[src/verilog/fsr_regs.svh]
`ifndef FSR_REGS_SVH
`define FSR_REGS_SVH

// Register offsets on the control port
`define FSR_OFS_LATCHED_B    8'h3b
`define FSR_OFS_LIVE_A       8'h3c
`define FSR_OFS_CHAN_SUMMARY 8'h3d
`define FSR_OFS_INPUT_ONE    8'h3e

// Reset values
`define FSR_RST_LATCHED_B    8'h00
`define FSR_RST_LIVE_A       8'h00
`define FSR_RST_CHAN_SUMMARY 8'h00
`define FSR_RST_INPUT_ONE    8'h00
`define FSR_RD_UNMAPPED      8'h00

// Latched event register bit positions
`define FSR_LAT_ANALOG_UP    7
`define FSR_LAT_ANALOG_LOW   6
`define FSR_LAT_VOICE_UP     5
`define FSR_LAT_VOICE_DOWN   4
`define FSR_LAT_BIAS_SHORT   3
`define FSR_LAT_BIAS_HI_CUR  2
`define FSR_LAT_BIAS_LO_CUR  1
`define FSR_LAT_BIAS_OVERV   0

// Live event register bit positions
`define FSR_LIVE_CLK_ERR     7
`define FSR_LIVE_LOOP_LOCK   6
`define FSR_LIVE_BOOST_OT    5
`define FSR_LIVE_BOOST_OC    4
`define FSR_LIVE_BOOST_COND  3

// Channel summary bit positions
`define FSR_SUM_CH1          7
`define FSR_SUM_CH2          6
`define FSR_SUM_BAT_SHORT    3

// Synchroniser depth
`define FSR_SYNC_STAGES      2

`endif

[src/verilog/fsr_pkg.sv]
`default_nettype none

package fsr_pkg;

  typedef logic [7:0] fsr_byte_t;
  typedef logic [7:0] fsr_addr_t;

endpackage : fsr_pkg

`default_nettype wire

[src/verilog/fsr_sync.sv]
`timescale 1ns/100ps
`default_nettype none

module fsr_sync #(
  parameter int WIDTH = 1
) (
  // Clock and reset
  input  wire logic             mclk,
  input  wire logic             reset_n,
  // Data
  input  wire logic [WIDTH-1:0] async_in,
  output logic      [WIDTH-1:0] sync_out
);

  logic [WIDTH-1:0] stage1_reg;
  logic [WIDTH-1:0] stage2_reg;

  // Two flip-flop synchroniser
  always_ff @(posedge mclk or negedge reset_n)
  begin
    if (!reset_n)
    begin
      stage1_reg <= '0;
      stage2_reg <= '0;
    end
    else
    begin
      stage1_reg <= async_in;
      stage2_reg <= stage1_reg;
    end
  end

  assign sync_out = stage2_reg;

endmodule : fsr_sync

`default_nettype wire

[src/verilog/fsr_fault_status.sv]
`timescale 1ns/100ps
`default_nettype none
`include "fsr_regs.svh"

// Functional notes
// - Latched event register at 0x3B, resets zero
// - Bit 7 latches analog upper threshold
// - Bit 6 latches analog lower threshold
// - Bits 5/4 latch voice power up/down
// - Bits 3/0 latch bias short/overvoltage
// - Bits 2/1 latch bias high/low current
// - Live register 0x3C: clock error, lock
// - Bits 5..3 boost temperature, current, boost_mo_condition
// - Live bits 2..0 reserved, read zero
// - Summary 0x3D bit 7: channel 1 faults
// - Summary bit 6: channel 2 faults
// - Summary bit 3: battery short fault
// - Channel 1 live register at 0x3E
// - Channel 1 bits: open, shorted, gnd, bias, battery
module fsr_fault_status
  import fsr_pkg::*;
(
  // Clock and reset
  input  wire logic      mclk,
  input  wire logic      reset_n,
  // Control port read access
  input  wire logic      rd_en,
  input  wire fsr_addr_t rd_addr,
  output logic           rd_valid,
  output fsr_byte_t      rd_data,
  // Latched event sources
  input  wire logic      analog_upper_fault,
  input  wire logic      analog_lower_fault,
  input  wire logic      voice_power_up,
  input  wire logic      voice_power_down,
  input  wire logic      bias_short_fault,
  input  wire logic      bias_high_current,
  input  wire logic      bias_low_current,
  input  wire logic      bias_overvoltage,
  // Live event sources
  input  wire logic      clock_error,
  input  wire logic      loop_lock,
  input  wire logic      boost_over_temp,
  input  wire logic      boost_over_current,
  input  wire logic      boost_mo_condition,
  // Input fault sources
  input  wire fsr_byte_t input_one_faults,
  input  wire fsr_byte_t input_two_faults,
  input  wire logic      battery_short_fault
);

  localparam int SRC_W = 30;

  logic [SRC_W-1:0] src_async;
  logic [SRC_W-1:0] src_sync;
  fsr_byte_t        lat_src_s;
  fsr_byte_t        lat_set;
  logic [4:0]       live_src_s;
  fsr_byte_t        ch1_s;
  fsr_byte_t        ch2_s;
  logic             bat_s;

  fsr_byte_t        lat_reg;
  fsr_byte_t        lat_next;
  fsr_byte_t        live_a_reg;
  fsr_byte_t        live_a_next;
  fsr_byte_t        sum_reg;
  fsr_byte_t        sum_next;
  fsr_byte_t        in1_reg;
  fsr_byte_t        in1_next;
  fsr_byte_t        rd_data_reg;
  fsr_byte_t        rd_data_next;
  logic             rd_valid_reg;
  logic             rd_valid_next;
  logic             lat_rd_clr;

  // Any bit set in a byte
  function automatic logic any_set(input fsr_byte_t v);
    any_set = |v;
  endfunction : any_set

  assign src_async = {analog_upper_fault, analog_lower_fault, voice_power_up, voice_power_down,
                      bias_short_fault, bias_high_current, bias_low_current,
                      bias_overvoltage, clock_error, loop_lock, boost_over_temp,
                      boost_over_current, boost_mo_condition, input_one_faults,
                      input_two_faults, battery_short_fault};

  // Detector outputs come from the analog domain
  fsr_sync #(
    .WIDTH (SRC_W)
  ) u_sync (
    .mclk     (mclk),
    .reset_n  (reset_n),
    .async_in (src_async),
    .sync_out (src_sync)
  );

  assign lat_src_s  = src_sync[29:22];
  assign live_src_s = src_sync[21:17];
  assign ch1_s      = src_sync[16:9];
  assign ch2_s      = src_sync[8:1];
  assign bat_s      = src_sync[0];

  assign lat_rd_clr = rd_en && (rd_addr == `FSR_OFS_LATCHED_B);

  always_comb
  begin
    lat_set = 8'h00;
    lat_set[`FSR_LAT_ANALOG_UP]   = lat_src_s[7];
    lat_set[`FSR_LAT_ANALOG_LOW]  = lat_src_s[6];
    lat_set[`FSR_LAT_VOICE_UP]    = lat_src_s[5];
    lat_set[`FSR_LAT_VOICE_DOWN]  = lat_src_s[4];
    lat_set[`FSR_LAT_BIAS_SHORT]  = lat_src_s[3];
    lat_set[`FSR_LAT_BIAS_OVERV]  = lat_src_s[0];
    lat_set[`FSR_LAT_BIAS_HI_CUR] = lat_src_s[2];
    lat_set[`FSR_LAT_BIAS_LO_CUR] = lat_src_s[1];
    lat_next = (lat_rd_clr ? 8'h00 : lat_reg) | lat_set;
    live_a_next = `FSR_RST_LIVE_A;
    live_a_next[`FSR_LIVE_CLK_ERR]   = live_src_s[4];
    live_a_next[`FSR_LIVE_LOOP_LOCK] = live_src_s[3];
    live_a_next[`FSR_LIVE_BOOST_OT]  = live_src_s[2];
    live_a_next[`FSR_LIVE_BOOST_OC]  = live_src_s[1];
    live_a_next[`FSR_LIVE_BOOST_COND] = live_src_s[0];
    sum_next = `FSR_RST_CHAN_SUMMARY;
    sum_next[`FSR_SUM_CH1]       = any_set(ch1_s);
    sum_next[`FSR_SUM_CH2]       = any_set(ch2_s);
    sum_next[`FSR_SUM_BAT_SHORT] = bat_s;
    in1_next = ch1_s;
  end

  always_ff @(posedge mclk or negedge reset_n)
  begin
    if (!reset_n)
    begin
      lat_reg    <= `FSR_RST_LATCHED_B;
      live_a_reg <= `FSR_RST_LIVE_A;
      sum_reg    <= `FSR_RST_CHAN_SUMMARY;
      in1_reg    <= `FSR_RST_INPUT_ONE;
    end
    else
    begin
      lat_reg    <= lat_next;
      live_a_reg <= live_a_next;
      sum_reg    <= sum_next;
      in1_reg    <= in1_next;
    end
  end

  // Read mux, registered
  always_comb
  begin
    rd_valid_next = rd_en;
    rd_data_next  = rd_data_reg;
    if (rd_en)
    begin
      case (rd_addr)
        `FSR_OFS_LATCHED_B:    rd_data_next = lat_reg;
        `FSR_OFS_LIVE_A:       rd_data_next = live_a_reg;
        `FSR_OFS_CHAN_SUMMARY: rd_data_next = sum_reg;
        `FSR_OFS_INPUT_ONE:    rd_data_next = in1_reg;
        default:               rd_data_next = `FSR_RD_UNMAPPED;
      endcase
    end
  end

  always_ff @(posedge mclk or negedge reset_n)
  begin
    if (!reset_n)
    begin
      rd_valid_reg <= 1'b0;
      rd_data_reg  <= `FSR_RD_UNMAPPED;
    end
    else
    begin
      rd_valid_reg <= rd_valid_next;
      rd_data_reg  <= rd_data_next;
    end
  end

  assign rd_valid = rd_valid_reg;
  assign rd_data  = rd_data_reg;

  AST_LAT_READ: assert property (@(posedge mclk) disable iff (!reset_n)
    lat_rd_clr |=> (rd_valid && rd_data == $past(lat_reg)))
    else $error("Latched read returned wrong data");

  AST_ANALOG_UP: assert property (@(posedge mclk) disable iff (!reset_n)
    analog_upper_fault ##2 1'b1 |=> lat_reg[`FSR_LAT_ANALOG_UP])
    else $error("Upper threshold not latched");

  AST_ANALOG_LOW: assert property (@(posedge mclk) disable iff (!reset_n)
    lat_src_s[`FSR_LAT_ANALOG_LOW] |=> lat_reg[`FSR_LAT_ANALOG_LOW])
    else $error("Lower threshold not latched");

  AST_VOICE: assert property (@(posedge mclk) disable iff (!reset_n)
    (lat_src_s[5:4] != 2'b00) |=> ((lat_reg[5:4] & $past(lat_src_s[5:4])) == $past(lat_src_s[5:4])))
    else $error("Voice event not latched");

  AST_BIAS_SC_OV: assert property (@(posedge mclk) disable iff (!reset_n)
    (lat_src_s[3] || lat_src_s[0]) |=> ((lat_reg[3] || !$past(lat_src_s[3])) && (lat_reg[0] || !$past(lat_src_s[0]))))
    else $error("Bias short or overvoltage not latched");

  AST_BIAS_CUR: assert property (@(posedge mclk) disable iff (!reset_n)
    (lat_src_s[2:1] != 2'b00) |=> ((lat_reg[2:1] & $past(lat_src_s[2:1])) == $past(lat_src_s[2:1])))
    else $error("Bias current fault not latched");

  AST_LAT_HOLD: assert property (@(posedge mclk) disable iff (!reset_n)
    !lat_rd_clr |=> ((lat_reg & $past(lat_reg)) == $past(lat_reg)))
    else $error("Latched flag lost without read");

  AST_LAT_CLEAR: assert property (@(posedge mclk) disable iff (!reset_n)
    (lat_rd_clr && lat_src_s == 8'h00) |=> (lat_reg == 8'h00))
    else $error("Latched flags not cleared by read");

  AST_LIVE_A: assert property (@(posedge mclk) disable iff (!reset_n)
    1'b1 |=> (live_a_reg[7:3] == $past(live_src_s)))
    else $error("Live event bits wrong");

  AST_LIVE_FOLLOW: assert property (@(posedge mclk) disable iff (!reset_n)
    $fell(live_src_s[2]) |=> !live_a_reg[`FSR_LIVE_BOOST_OT])
    else $error("Live bit held after source cleared");

  AST_LIVE_RSVD: assert property (@(posedge mclk) disable iff (!reset_n)
    live_a_reg[2:0] == 3'h0)
    else $error("Live reserved bits nonzero");

  AST_SUM_CH1: assert property (@(posedge mclk) disable iff (!reset_n)
    1'b1 |=> (sum_reg[`FSR_SUM_CH1] == $past(|ch1_s)))
    else $error("Channel one summary wrong");

  AST_SUM_CH2: assert property (@(posedge mclk) disable iff (!reset_n)
    1'b1 |=> (sum_reg[`FSR_SUM_CH2] == $past(|ch2_s)))
    else $error("Channel two summary wrong");

  AST_SUM_BAT: assert property (@(posedge mclk) disable iff (!reset_n)
    1'b1 |=> (sum_reg[`FSR_SUM_BAT_SHORT] == $past(bat_s)))
    else $error("Battery short summary wrong");

  AST_SUM_RSVD: assert property (@(posedge mclk) disable iff (!reset_n)
    (sum_reg & 8'h37) == 8'h00)
    else $error("Summary reserved bits nonzero");

  AST_IN1: assert property (@(posedge mclk) disable iff (!reset_n)
    1'b1 |=> (in1_reg == $past(ch1_s)))
    else $error("Channel one live bits wrong");

  AST_IN1_READ: assert property (@(posedge mclk) disable iff (!reset_n)
    (rd_en && rd_addr == `FSR_OFS_INPUT_ONE) |=> (rd_data == $past(in1_reg)))
    else $error("Channel one read wrong");

endmodule : fsr_fault_status

`default_nettype wire

[config.mk]
export PLATFORM = sky130hd
export DESIGN_NAME = fsr_fault_status
export DESIGN_NICKNAME = d
export VERILOG_FILES = /design/src/verilog/fsr_pkg.sv /design/src/verilog/fsr_sync.sv /design/src/verilog/fsr_fault_status.sv
export VERILOG_INCLUDE_DIRS = /design/src /design/src/verilog
export SDC_FILE = /design/constraint.sdc
export NUM_CORES = 1
export LEC_CHECK = 0
export ABC_AREA = 1
export BUFFER_PORTS_ARGS = -buffer_cell sky130_fd_sc_hd__buf_2
export CAP_MARGIN = 40
export CORE_ASPECT_RATIO = 0.6
export CORE_MARGIN = 2
export CORE_UTILIZATION = 54
export DETAILED_ROUTE_END_ITERATION = 10
export HOLD_SLACK_MARGIN = 0.03
export PLACE_DENSITY = 0.77
export SLEW_MARGIN = 5
export SYNTH_ARGS = -nofsm -noshare
export SYNTH_HDL_FRONTEND = slang
export SYNTH_HIERARCHICAL = 1
export SYNTH_SLANG_ARGS = --single-unit
export TNS_END_PERCENT = 100
[constraint.sdc]
create_clock -name mclk -period 0.9 [get_ports mclk]
set_input_delay 0.09 -clock mclk [delete_from_list [all_inputs] [get_ports mclk]]
set_output_delay 0.09 -clock mclk [all_outputs]
set_load 0.05 [all_outputs]
==> metrics.md <==
| Metric | Value |
|---|---|
| Reg clk slew, reported paths | `0.08 ns` |
| Largest family of logic cells by synthesized area | `simple AND/OR/NAND/NOR gates` |
| Total core area | `between 0.005 and 0.006 mm2` |
| Crit path largest cell delay | `slightly above 0.4 ns` |
| Routed len/inst | `11.90 um` |
| Placement Setup Slack | `-0.1531 ns` |
| Final core utilization | `76.70%` |
| Yosys reg bits | `a little over 90` |
| Switching part of the total | `a little over a fifth` |
| Net Switching | `roughly 1.6 mW` |
| CP bufs+invs | `1` |
| EDFF count, synth | `0` |
| Total grt overflow | `0` |
| Post-synthesis sequential area ratio | `between 80 and 90%` |
| Placed Area | `between 0.003 and 0.004 mm2` |
| IO Port Bufs | `49` |
| Area delta synth->final | `36.82%` |
| Int Power | `roughly 6.0 mW` |
| Syn nets | `between 200 and 250` |
| Commonest cells in the netlist | `93 x dfrtp_1, 35 x nand2_1, 23 x nand3_1, 13 x inv_1, 8 x o21bai_1` |
| GR Util met1 | `22.53%` |
| Slowest CP cell | `dfrtp_1` |
| Sink Count | `93` |
| Total power | `between 7 and 8 mW` |
| Worst endpoint required time | `just over 0.8 ns` |
| Root buffer cell | `clkbuf_8` |
| Mapped Cells | `approximately 200` |
| Syn Area/Cell | `14.60 um2` |
| Slew Viols, Final | `0` |
| DP Wirelength | `2.953 mm` |
| Main synth FF type | `dfrtp_1` |
| Gp weighted congestion | `0.8459` |
| Number of global-route vias before repair | `roughly 1600` |
| Max-Cap Viols | `0` |
| Fmax achieved | `between 0.9 and 1 GHz` |
| Endpoints failing hold | `0` |
| Final setup vio count | `9` |
| CTS Buffer Depth | `2` |
| Layout cells sized above 1 | `between 20 and 30%` |
| Gr usage total | `about 17%` |
| TritonCTS Buffers | `9` |
| Antenna violations before repair | `0` |
| DR pass1 iterations | `4` |
| Most frequent cell after synthesis | `dfrtp_1` |
| CP endpoint kind | `output pin` |
| Seq pwr share | `58.2%` |
| Top-area cell type share of the netlist area | `81.72%` |
| Area of the multi-input gates | `roughly 450 um2` |
| Busiest layer in global routing | `met2` |
| M3 GR Usage | `approximately 6.2%` |
| Largest net degree at the start of global routing | `31` |
| Crit Path Max Fanout | `2` |
| P_leak | `1.949 nW` |
| FP Rows | `20` |
| Worst Hold Class | `input pin to async pin` |
| Compound-cell area share of the yosys netlist | `~3.2%` |
| Min Clock Period, post-route | `between 1 and 1.5 ns` |
| DIE HEIGHT | `about 60 um` |
| Detailed Route WL | `around 4.4 mm` |
| CTS H-tree lvls | `3` |
| Area leader, netlist | `dfrtp_1` |
| Cells along the critical path | `buf_6` |
| Netlist cell types | `14` |
| Fraction of synthesized cell area in xor and xnor cells | `0%` |
| Storage cell area | `between 0.002 and 0.0025 mm2` |
| Critical Path AT | `0.92 ns` |
| CTS tree | `yes` |
| Post-synthesis mux area share | `0%` |
| Failing checks | `setup timing` |
| Slew at the pin with the worst max-slew slack | `between 0.2 and 0.25 ns` |
| Setup ws final | `-0.1096 ns` |
| Crit Path Class | `flip-flop to output pin` |
| 1st-iter DRT viols | `80` |
| First-pass GRT wire length | `about 7.3 mm` |
| Largest delay share family, worst path | `flip-flops` |
| Simple-Gate Fraction of Synth Area | `~12%` |
| Remaining antenna violation count after routing | `0` |
| Chip width | `97.75 um` |
| VDD IR max | `roughly 0.0015 V` |
| Filler Cells Inserted | `326` |
| Post-synthesis async set-or-reset flop share | `100.0%` |
| Remaining DRCs | `0` |
| Initial Util | `between 50% and 60%` |
| Top Ports | `50` |
| Worst skew pair latency | `between 0.3 and 0.4 ns` |
| Unrepaired setup endpoints after global routing | `true` |
| Synthesized area | `between 0.002 and 0.003 mm2` |
| Synthesis Warnings | `6` |
| Ant. Diodes | `0` |
| Met2 usage | `26.50%` |
| Synth Area in Adders | `0%` |
| Worst setup SP type | `flip-flop` |
| Comb pwr share | `5.6%` |
| Nets@finish | `approximately 340` |
| Design area | `between 0.003 and 0.004 mm2` |
| Pwr dens | `slightly below 2000 mW/mm2` |
| Die area | `between 0.005 and 0.006 mm2` |
| Crit Reg-Reg Startpoint | `u_sync/sync_out[6]` |
| Most area-consuming cells after synthesis | `dfrtp_1 82%, nand2_1 4.6%, nand3_1 4.0%, o21bai_1 2.1%, inv_1 1.7%` |
| Critical path origin | `rd_data[7]` |
| Slew headroom | `83.67%` |
| Outcome | `finished, violations left` |
| DR vias | `around 1700` |
| Clock skew | `0.006449 ns` |
| Mean number of vias per cell | `4.563` |
| Clock Power Share | `between 30% and 40%` |
| Period utilization | `112.2%` |
-- metrics by stage --
step / TNS (ns) / instances / hold WS (ns)
2_1_floorplan: 0 / 195 / -0.2056
6_report: -0.8712 / 368 / 0.1382
5_1_grt: -1.262 / 368 / 0.1387
4_1_cts: -1.048 / 366 / 0.1201
3_5_place_dp: -1.569 / 313 / -0.02473
3_3_place_gp: -0.9045 / 313 / -0.02441
-- worst paths after layout --
path / endpoint / slack, ns / depth (start not counted)
min in group mclk: rd_data[0] / 0.29 / 7
min reg2reg: live_a_reg[5] / 0.35 / 0
max: rd_data[7] / -0.11 / 1
max in group asynchronous: u_sync/sync_out[23] / 0.34 / 3
min: u_sync/stage1_reg[15] / 0.14 / 2
max reg2reg: sum_reg[6] / 0.01 / 2
-- routing by layer --
layer	share of wire [%]	vias to the layer above
met5	0	-
met4	2.0	0
met3	5.9	9
met2	46	53
met1	46	790
li1	-	827
-- final cells by class --
type,count,area share [%]
inverter,14,1.413
sequential,93,59.73
multi-input combinational,85,11.66
timing repair buffer,94,19.81
clock buffer,11,3.629
tap,66,2.119
clock inverter,5,1.638
-- cell families (layout without fill, tap and decap cells) --
kind of cell,Yosys count,in the layout
simple gates,71,71
compound gates,14,14
flops,93,93
buf+inv,17,124
-- layout by cell type (no fill, tap or decap), types with 2 or more instances in the layout --
cell type	n
buf_2	39
buf_6	9
nand2_2	2
clkbuf_8	10
nand2_1	35
nor4_1	2
o21ai_1	5
inv_1	13
nor2_4	4
nor2_1	2
buf_12	4
o21bai_1	8
dlygate4sd3_1	32
buf_4	10
nor4_2	2
inv_6	3
dfrtp_1	93
nand3_1	23
-- what timing repair did --
| action | CTS | global route |
|---|---|---|
| setup buffers | 5 | 2 |
| hold buffers | 32 | 0 |
| pin swaps | 0 | 4 |
| setup endpoints to repair | 10 | 20 |
| endpoints found under the hold margin | 124 | 0 |
| gates resized for setup | 19 | 3 |
-- power by group through the flow --
stage	clock, mW	sequential [mW]	combinational (mW)
floorplan	0	4.49	0.0704
detailed placement	0	4.49	0.306
global placement	0	4.49	0.300
global route	3.03	4.43	0.470
finish	2.74	4.41	0.423
CTS	2.82	4.41	0.422
Note: power is estimated with default switching activity, not from simulation.
